[config.mk]
export PLATFORM = sky130hd
export DESIGN_NAME = tapr_regs
export DESIGN_NICKNAME = d
export VERILOG_FILES = /design/src/hw/tapr_pkg.sv /design/src/hw/tapr_regs.sv
export SDC_FILE = /design/constraint.sdc
export NUM_CORES = 1
export LEC_CHECK = 0
export BUFFER_PORTS_ARGS = -buffer_cell sky130_fd_sc_hd__buf_4
export CAP_MARGIN = 5
export CORE_UTILIZATION = 50
export DETAILED_ROUTE_END_ITERATION = 10
export GPL_TIMING_DRIVEN = 0
export PLACE_DENSITY = 0.8
export SYNTH_ARGS = -nofsm -noshare
export SYNTH_HDL_FRONTEND = slang
export SYNTH_SLANG_ARGS = --single-unit
[constraint.sdc]
create_clock -name clk -period 2.64 [get_ports clk]
set_clock_uncertainty 0.2 [all_clocks]
set_input_delay 0.396 -clock clk [delete_from_list [all_inputs] [get_ports clk]]
set_output_delay 0.396 -clock clk [all_outputs]
set_load 0.05 [all_outputs]
[src/hw/tapr_pkg.sv]
// Constants, register map and carrier types of the trim and packet register bank
package tapr_pkg;
  localparam int ADDR_W = 10;
  localparam int DATA_W = 32;
  // Register indices; byte address is four times the index
  localparam logic [7:0] IDX_IF_FILTER = 8'h55;
  localparam logic [7:0] IDX_RX_TRIM = 8'h56;
  localparam logic [7:0] IDX_SYNTH = 8'h57;
  localparam logic [7:0] IDX_ANTENNA = 8'h58;
  localparam logic [7:0] IDX_RSSI = 8'h59;
  localparam logic [7:0] IDX_DISC = 8'h5a;
  localparam logic [7:0] IDX_XTAL = 8'h5b;
  localparam logic [7:0] IDX_AMP_TEMP = 8'h5c;
  localparam logic [7:0] IDX_PTAT = 8'h5d;
  localparam logic [7:0] IDX_MISC = 8'h5e;
  localparam logic [7:0] IDX_CHECKSUM = 8'h5f;
  localparam logic [7:0] IDX_NV_KEY = 8'h60;
  localparam logic [7:0] IDX_PKT_LEN = 8'h61;
  localparam logic [7:0] IDX_IRQ_STAT = 8'h62;
  localparam logic [7:0] IDX_IRQ_MASK = 8'h63;
  localparam logic [7:0] IDX_NV_CMD = 8'h64;
  localparam logic [7:0] IDX_TEMP_ADC = 8'h6a;
  localparam logic [7:0] IDX_CH1_ADC = 8'h6b;
  localparam logic [7:0] IDX_CH2_ADC = 8'h6c;
  localparam logic [7:0] IDX_CH3_ADC = 8'h6d;
  localparam logic [7:0] IDX_PKT_FIRST = 8'h70;
  localparam logic [7:0] IDX_PKT_LAST = 8'h7f;
  localparam int TRIM_REGS = 9;
  // Field positions
  localparam int F_NIB_HI = 4;
  localparam int F_CAL_OK = 7;
  localparam int F_GAIN = 6;
  localparam int F_INT_FILTER = 3;
  localparam int F_SQUELCH = 2;
  localparam int F_CYCLE_SLIP = 1;
  localparam int F_AUTO_COMP = 0;
  localparam int F_NV_GO = 0;
  localparam int F_EV_PKT_DONE = 0;
  localparam int F_EV_NV_REFUSED = 1;
  localparam int EV_W = 2;
  // Reset values and keys
  localparam logic [7:0] TRIM_RST = 8'h00;
  localparam logic [7:0] NV_KEY_RST = 8'h00;
  localparam logic [7:0] NV_KEY = 8'h95;
  localparam logic [7:0] PKT_LEN_RST = 8'h00;
  localparam int PKT_BITS = 128;
  localparam logic [7:0] PKT_MAX = 8'h80;
  localparam logic [1:0] RESP_OKAY = 2'b00;
  localparam logic [1:0] RESP_SLVERR = 2'b10;

  typedef struct packed {
    logic [3:0] if_center;
    logic [3:0] if_bandwidth;
    logic front_amp_gain_select;
    logic [5:0] image_reject_amplitude_trim;
    logic [3:0] image_reject_phase_trim;
    logic internal_loop_filter;
    logic [2:0] charge_pump_code;
    logic [3:0] antenna_cap_code;
    logic [1:0] rssi_temp_slope;
    logic [1:0] rssi_offset;
    logic [3:0] rssi_resistor;
    logic [3:0] disc_bandwidth;
    logic [3:0] disc_offset;
    logic [7:0] crystal_current;
    logic [7:0] amp_temp_sensor;
    logic [7:0] ptat_bias;
    logic fsk_squelch_en;
    logic cycle_slip_en;
    logic auto_comp_en;
  } tapr_trim_s;

  typedef struct packed {
    logic [7:0] temperature;
    logic [7:0] channel_one;
    logic [7:0] channel_two;
    logic [7:0] channel_three;
  } tapr_adc_s;
endpackage : tapr_pkg

[src/hw/tapr_regs.sv]
// AXI4-Lite register bank with analog trims, ADC results and packet capture
`timescale 1ns/100ps
// Notes on behaviour
// - IF trim: centre upper nibble, bandwidth lower
// - Bit7 calibrated flag, bit6 gain, 5:0 trim
// - Bit3 internal loop filter, 2:0 pump current
// - Antenna nibble: upper in transmit, lower receive
// - RSSI slope 7:6, offset 5:4, resistor 3:0
// - Discriminator bandwidth 7:4, offset 3:0
// - Misc: user bits, squelch, slip, auto-compensation
// - Array writes only while key equals 0x95
// - Checksum register shows array checksum value
// - Temperature result read-only at 0x6A
// - Channel results read-only at 0x6B-0x6D
// - Capture only when packet length non-zero
// - Recovered bits shift in per baud clock
// - Last bit lands in LSB of 0x7F; first bit in MSB of 0x70 at length 128
// - Length counts bits, zero off, max 128
module tapr_regs (
  input wire logic clk,
  input wire logic nrst,
  input wire logic [tapr_pkg::ADDR_W-1:0] s_axi_awaddr,
  input wire logic s_axi_awvalid,
  output logic s_axi_awready,
  input wire logic [tapr_pkg::DATA_W-1:0] s_axi_wdata,
  input wire logic [3:0] s_axi_wstrb,
  input wire logic s_axi_wvalid,
  output logic s_axi_wready,
  output logic [1:0] s_axi_bresp,
  output logic s_axi_bvalid,
  input wire logic s_axi_bready,
  input wire logic [tapr_pkg::ADDR_W-1:0] s_axi_araddr,
  input wire logic s_axi_arvalid,
  output logic s_axi_arready,
  output logic [tapr_pkg::DATA_W-1:0] s_axi_rdata,
  output logic [1:0] s_axi_rresp,
  output logic s_axi_rvalid,
  input wire logic s_axi_rready,
  input wire logic tx_active,
  input wire logic fast_start_oscillator_cal_ok,
  input wire tapr_pkg::tapr_adc_s adc_results,
  input wire logic [7:0] nv_checksum,
  input wire logic capture_start,
  input wire logic cdr_data,
  input wire logic cdr_baud_clk,
  output tapr_pkg::tapr_trim_s trim,
  output logic nv_write_go,
  output logic packet_done,
  output logic irq
);
  import tapr_pkg::*;

  logic [7:0] trim_q [TRIM_REGS];
  logic [7:0] misc_q;
  logic [7:0] nv_write_key;
  logic [7:0] pkt_len;
  logic [EV_W-1:0] irq_stat;
  logic [EV_W-1:0] irq_mask;
  logic [EV_W-1:0] ev_set;
  logic [EV_W-1:0] ev_clr;
  logic [EV_W-1:0] next_irq_stat;

  logic aw_full;
  logic w_full;
  logic [7:0] aw_idx;
  logic [7:0] w_data;
  logic w_lane0;
  logic wr_en;
  logic [7:0] ar_idx;
  logic rd_take;
  logic [7:0] rd_val;
  logic rd_hit;

  logic [2:0] baud_sync;
  logic [1:0] data_sync;
  logic baud_edge;
  logic cap_active;
  logic [7:0] bit_cnt;
  logic [7:0] eff_len;
  logic [PKT_BITS-1:0] shreg;
  logic nv_cmd_hit;

  // Write channel: address and data taken in either order
  assign s_axi_awready = !aw_full && !s_axi_bvalid;
  assign s_axi_wready = !w_full && !s_axi_bvalid;
  assign wr_en = aw_full && w_full && !s_axi_bvalid;

  always_ff @(posedge clk or negedge nrst) begin
    if (!nrst) begin
      aw_full <= 1'b0;
      aw_idx <= 8'h00;
    end else if (s_axi_awvalid && s_axi_awready) begin
      aw_full <= 1'b1;
      aw_idx <= s_axi_awaddr[9:2];
    end else if (wr_en) begin
      aw_full <= 1'b0;
    end
  end

  always_ff @(posedge clk or negedge nrst) begin
    if (!nrst) begin
      w_full <= 1'b0;
      w_data <= 8'h00;
      w_lane0 <= 1'b0;
    end else if (s_axi_wvalid && s_axi_wready) begin
      w_full <= 1'b1;
      w_data <= s_axi_wdata[7:0];
      w_lane0 <= s_axi_wstrb[0];
    end else if (wr_en) begin
      w_full <= 1'b0;
    end
  end

  function automatic logic writable(input logic [7:0] idx);
    writable = (idx >= IDX_IF_FILTER && idx <= IDX_NV_KEY) ||
               (idx >= IDX_PKT_LEN && idx <= IDX_NV_CMD && idx != IDX_IRQ_STAT);
  endfunction : writable

  always_ff @(posedge clk or negedge nrst) begin
    if (!nrst) begin
      s_axi_bvalid <= 1'b0;
      s_axi_bresp <= RESP_OKAY;
    end else if (wr_en) begin
      s_axi_bvalid <= 1'b1;
      s_axi_bresp <= writable(aw_idx) ? RESP_OKAY : RESP_SLVERR;
    end else if (s_axi_bready) begin
      s_axi_bvalid <= 1'b0;
    end
  end

  // Trim and configuration storage; lane 0 carries the byte
  always_ff @(posedge clk or negedge nrst) begin
    if (!nrst) begin
      for (int i = 0; i < TRIM_REGS; i++) begin
        trim_q[i] <= TRIM_RST;
      end
      misc_q <= TRIM_RST;
      nv_write_key <= NV_KEY_RST;
      pkt_len <= PKT_LEN_RST;
      irq_mask <= '0;
    end else if (wr_en && w_lane0) begin
      if (aw_idx >= IDX_IF_FILTER && aw_idx <= IDX_PTAT) begin
        trim_q[4'(aw_idx - IDX_IF_FILTER)] <= w_data;
      end
      if (aw_idx == IDX_MISC) begin
        misc_q <= w_data;
      end
      if (aw_idx == IDX_NV_KEY) begin
        nv_write_key <= w_data;
      end
      if (aw_idx == IDX_PKT_LEN) begin
        pkt_len <= w_data;
      end
      if (aw_idx == IDX_IRQ_MASK) begin
        irq_mask <= w_data[EV_W-1:0];
      end
    end
  end

  // Array write request gated by the unlock key
  assign nv_cmd_hit = wr_en && w_lane0 && aw_idx == IDX_NV_CMD && w_data[F_NV_GO];

  always_ff @(posedge clk or negedge nrst) begin
    if (!nrst) begin
      nv_write_go <= 1'b0;
    end else begin
      nv_write_go <= nv_cmd_hit && nv_write_key == NV_KEY;
    end
  end

  // Decoded trim fields
  always_ff @(posedge clk or negedge nrst) begin
    if (!nrst) begin
      trim <= '0;
    end else begin
      trim.if_center <= trim_q[0][7:F_NIB_HI];
      trim.if_bandwidth <= trim_q[0][F_NIB_HI-1:0];
      trim.front_amp_gain_select <= trim_q[1][F_GAIN];
      trim.image_reject_amplitude_trim <= trim_q[1][5:0];
      trim.image_reject_phase_trim <= trim_q[2][7:F_NIB_HI];
      trim.internal_loop_filter <= trim_q[2][F_INT_FILTER];
      trim.charge_pump_code <= trim_q[2][2:0];
      // Same capacitor, so only one nibble reaches it at a time
      trim.antenna_cap_code <= tx_active ? trim_q[3][7:F_NIB_HI] : trim_q[3][3:0];
      trim.rssi_temp_slope <= trim_q[4][7:6];
      trim.rssi_offset <= trim_q[4][5:4];
      trim.rssi_resistor <= trim_q[4][3:0];
      trim.disc_bandwidth <= trim_q[5][7:F_NIB_HI];
      trim.disc_offset <= trim_q[5][F_NIB_HI-1:0];
      trim.crystal_current <= trim_q[6];
      trim.amp_temp_sensor <= trim_q[7];
      trim.ptat_bias <= trim_q[8];
      trim.fsk_squelch_en <= misc_q[F_SQUELCH];
      trim.cycle_slip_en <= misc_q[F_CYCLE_SLIP];
      trim.auto_comp_en <= misc_q[F_AUTO_COMP];
    end
  end

  // Read channel
  assign s_axi_arready = !s_axi_rvalid;
  assign rd_take = s_axi_arvalid && s_axi_arready;
  assign ar_idx = s_axi_araddr[9:2];

  always_comb begin
    rd_val = 8'h00;
    rd_hit = 1'b1;
    if (ar_idx >= IDX_PKT_FIRST && ar_idx <= IDX_PKT_LAST) begin
      // Lowest index holds the most significant byte
      rd_val = shreg[PKT_BITS-1-8*(ar_idx-IDX_PKT_FIRST) -: 8];
    end else if (ar_idx >= IDX_IF_FILTER && ar_idx <= IDX_PTAT) begin
      rd_val = trim_q[4'(ar_idx - IDX_IF_FILTER)];
      if (ar_idx == IDX_RX_TRIM) begin
        rd_val[F_CAL_OK] = fast_start_oscillator_cal_ok;
      end
    end else begin
      unique case (ar_idx)
        IDX_MISC: rd_val = {misc_q[7:4], 1'b0, misc_q[2:0]};
        IDX_CHECKSUM: rd_val = nv_checksum;
        IDX_NV_KEY: rd_val = nv_write_key;
        IDX_PKT_LEN: rd_val = pkt_len;
        IDX_IRQ_STAT: rd_val = {{(8-EV_W){1'b0}}, irq_stat};
        IDX_IRQ_MASK: rd_val = {{(8-EV_W){1'b0}}, irq_mask};
        IDX_NV_CMD: rd_val = 8'h00;
        IDX_TEMP_ADC: rd_val = adc_results.temperature;
        IDX_CH1_ADC: rd_val = adc_results.channel_one;
        IDX_CH2_ADC: rd_val = adc_results.channel_two;
        IDX_CH3_ADC: rd_val = adc_results.channel_three;
        default: rd_hit = 1'b0;
      endcase
    end
  end

  always_ff @(posedge clk or negedge nrst) begin
    if (!nrst) begin
      s_axi_rvalid <= 1'b0;
      s_axi_rdata <= '0;
      s_axi_rresp <= RESP_OKAY;
    end else if (rd_take) begin
      s_axi_rvalid <= 1'b1;
      s_axi_rdata <= {24'h000000, rd_val};
      s_axi_rresp <= rd_hit ? RESP_OKAY : RESP_SLVERR;
    end else if (s_axi_rready) begin
      s_axi_rvalid <= 1'b0;
    end
  end

  // Interrupt status: read clears, a same-cycle event wins
  always_comb begin
    ev_set = '0;
    ev_set[F_EV_PKT_DONE] = packet_done;
    ev_set[F_EV_NV_REFUSED] = nv_cmd_hit && nv_write_key != NV_KEY;
    ev_clr = (rd_take && ar_idx == IDX_IRQ_STAT) ? {EV_W{1'b1}} : '0;
    next_irq_stat = (irq_stat & ~ev_clr) | ev_set;
  end

  always_ff @(posedge clk or negedge nrst) begin
    if (!nrst) begin
      irq_stat <= '0;
    end else begin
      irq_stat <= next_irq_stat;
    end
  end

  assign irq = |(irq_stat & irq_mask);

  // Recovered clock and data come from another domain
  always_ff @(posedge clk or negedge nrst) begin
    if (!nrst) begin
      baud_sync <= 3'b000;
      data_sync <= 2'b00;
    end else begin
      baud_sync <= {baud_sync[1:0], cdr_baud_clk};
      data_sync <= {data_sync[0], cdr_data};
    end
  end

  // Baud clock must stay below half the system clock rate
  assign baud_edge = baud_sync[1] && !baud_sync[2];
  assign eff_len = (pkt_len > PKT_MAX) ? PKT_MAX : pkt_len;

  always_ff @(posedge clk or negedge nrst) begin
    if (!nrst) begin
      cap_active <= 1'b0;
      bit_cnt <= 8'h00;
      shreg <= '0;
      packet_done <= 1'b0;
    end else begin
      packet_done <= 1'b0;
      if (capture_start) begin
        cap_active <= eff_len != 8'h00;
        bit_cnt <= 8'h00;
        shreg <= '0;
      end else if (cap_active && baud_edge) begin
        shreg <= {shreg[PKT_BITS-2:0], data_sync[1]};
        bit_cnt <= bit_cnt + 8'h01;
        if (bit_cnt + 8'h01 >= eff_len) begin
          cap_active <= 1'b0;
          packet_done <= 1'b1;
        end
      end
    end
  end
endmodule : tapr_regs

==> metrics.yaml <==
clock_latency_ns: 0.53
ys_seq_area_share_pct: 55.6
h-tree-depth: 2
drt_wl_total_um: 44200
critical_path_buf_inv_count: 5
worst_pin_slew_ns: 1.23
cts_tree: "done"
cts_buffer_depth: 3
start_util_pct: 50.7
drt_iter0_markers: 1370
io_pins: 222
overflow: 0
grt_pass1_vias: 11930
cp_top_family: "simple AND/OR/NAND/NOR gates"
synth.distinct_cells: 58
placed_area_sq_um: 17400
synth_area_leaders: "dfrtp_1 (56%), mux2_2 (8.5%), nand2_1 (7.3%)"
power_density_nw_per_um2: 737
peakVddDrop_uv: 578
status: "completed"
utilization_pct: 62.8
yosysWarnings: 0
cpPeakStageDelay_ns: 0.53
gp_routability_congestion: 0.967
fin_crit_ns: 2.59
synthTopCellsByCount: "dfrtp_1 (344), nand2_1 (300), a21oi_1 (148)"
drtPass1Iterations: 8
synth_edf_count: 0
hold_viol_final: 0
dieHeight_um: 178
antenna_found_initial: 1
p_leak_nw: 8.85
drive_gt1_share_pct: 28.7
grt_pass1_wl_um: 67800
slew_violations: 0
crit_required_ns: 2.89
synthCells: 1364
syn2layout_area_growth_pct: 23.8
rows: 64
wl_per_cell_um: 21.6
grtUsageTotal_pct: 28.6
die_x_um: 178
cp-end-kind: "register"
period_share_pct: 98.1
cts_inserted_buffers: 36
yosysTopAreaCell: "dfrtp_1"
synth_area_sq_um: 15500
dieArea_sq_um: 31600
synth_flop_cell: "dfrtp_1"
core_sq_um: 30500
dp.final_hpwl_um: 31500
path_clk_slew_ns: 0.06
root_buffer: "clkbuf_16"
fmax_mhz: 386
postSynthAreaPerCell_sq_um: 11.3
crit_path_top_delay_cell: "nor2_1"
drc: 0
crit_arrival_ns: 2.83
ys_seq_elements: 344
vias_per_cell: 5.86
critPathMaxFanout: 10
final_area_sq_um: 19100
crit_chain: "buf_4 -> buf_8 -> buf_12 -> buf_12 -> clkinv_8 -> ha_1 -> nand2_1 -> nor2_1 -> a222oi_1 -> nand3_1 -> a221oi_2 -> a31oi_1"
antenna_left: 0
totalNegativeSetupSlack_ns: 0
setup_viol: 0
cts_sinks: 344
grt_max_degree: 126
synth_most_common_cell: "dfrtp_1"
synthArstFlopShare_pct: 100
io_buffers: 164
startpoint_type: "input port"
path_class: "input port to register"
holdCritPathClass: "input port to register"
ff2ff_setup_slack_ns: 0.06
synth.top_cell.area_share_pct: 55.6
critPathMostFrequentCell: "buf_12"
maxSlewHeadroom_pct: 18.1
cap_violations: 0
fin_nets: 1754
num_vias: 12021
[cell type report]
class | instances | area, sq um
Tap cell | 396 | 495
Buffer | 111 | 639
Clock buffer | 52 | 1050
Inverter | 11 | 56.3
Multi-Input combinational cell | 923 | 6490
Antenna cell | 1 | 2.50
Sequential cell | 344 | 8610
Clock inverter | 11 | 145
Fill cell | 2256 | 11400
Timing Repair Buffer | 202 | 1650
[report_power, final]
group | total (mW) | internal [mW] | switching [mW] | leakage (nW)
Sequential | 6.09 | 5.71 | 0.373 | 4.71
Clock | 5.14 | 3.06 | 2.07 | 0.594
Combinational | 2.88 | 0.964 | 1.92 | 3.54
Total | 14.1 | 9.74 | 4.37 | 8.85
[cells by family after synthesis]
| group | Yosys count | share of synthesized area, % |
|---|---|---|
| and+or+nand+nor | 436 | 12.4 |
| DFF | 344 | 55.6 |
| AOI/OAI and AO/OA | 245 | 9.51 |
| muxes | 185 | 16.3 |
| buffers and inverters | 122 | 3.85 |
| adders and majority gates | 17 | 1.37 |
| xor gates and xnor gates | 14 | 0.841 |
| other | 1 | 0.0242 |
[placed cells by master, fill, tap and decap left out, types with 7 or more instances in the layout]
cell	instances
conb_1	26
inv_1	8
clkbuf_1	70
nor2_1	41
clkbuf_8	9
a22o_1	8
a22oi_1	21
buf_2	8
nand2b_1	9
xor2_1	7
a21oi_1	147
o21ai_0	15
nand2_1	300
nand3_1	22
clkbuf_16	37
mux2_2	116
buf_4	201
mux4_2	42
nor2b_1	11
ha_1	16
dfrtp_1	343
dlygate4sd3_1	25
a31oi_1	11
mux2i_1	21
[per-stage QoR]
step / total power, mW / std cells / hold WS (ns) / worst slack [ns]
2_1_floorplan: 7.88 / 1389 / -0.0996 / 0.00489
3_3_place_gp: 8.80 / 1949 / 0.136 / -2.07
3_5_place_dp: 8.90 / 1951 / 0.138 / -0.959
4_1_cts: 14.1 / 2043 / 0.00994 / 0.00583
5_1_grt: 14.6 / 2051 / 0.0453 / -0.00349
6_report: 14.1 / 2051 / 0.00320 / 0.0511
[flip-flops by register name, indices dropped and copies added, names as in the netlist, 2 cells and up]
| register | count |
|---|---|
| irq_stat | 2 |
| misc_q | 7 |
| bit_cnt | 8 |
| baud_sync | 3 |
| s_axi_rdata | 8 |
| trim | 70 |
| aw_idx | 8 |
| w_data | 8 |
| irq_mask | 2 |
| shreg | 128 |
| pkt_len | 8 |
| data_sync | 2 |
| nv_write_key | 8 |
| trim_q | 72 |
[tightest hold or removal path, stage by stage]
cell and delay (ns):
buf_4 0.10, nor2_1 0.05, a21oi_1 0.13
[final timing paths]
path                                          start                         end  depth (start not counted)
setup / recovery                    s_axi_araddr[2]  s_axi_rdata[4]$_DFFE_PN0P_                         12
hold / removal                        capture_start      cap_active$_DFFE_PN0P_                          3
setup reg to reg           s_axi_bvalid$_DFFE_PN0P_       misc_q[6]$_DFFE_PN0P_                          8
hold reg to reg              baud_sync[0]$_DFF_PN0_      baud_sync[1]$_DFF_PN0_                          0
max in group asynchronous                      nrst      baud_sync[2]$_DFF_PN0_                          3
min in group asynchronous                      nrst          trim[20]$_DFF_PN0_                          2
[per-layer routing]
layer	track usage (%)	routed length, um
met4	13.3	1950
met5	0	0
met3	5.55	3700
met2	47.6	21600
met1	35.9	17000
[repair_timing]
| action | 4_1_cts | 5_1_grt |
|---|---|---|
| hold buffers | 25 | 0 |
| setup endpoints to repair | 16 | 112 |
| gates resized for setup | 18 | 21 |
| pin swaps | 4 | 5 |
| setup buffers | 4 | 7 |
| hold endpoints to repair | 125 | 0 |
Note: power is estimated with default switching activity, not from simulation.
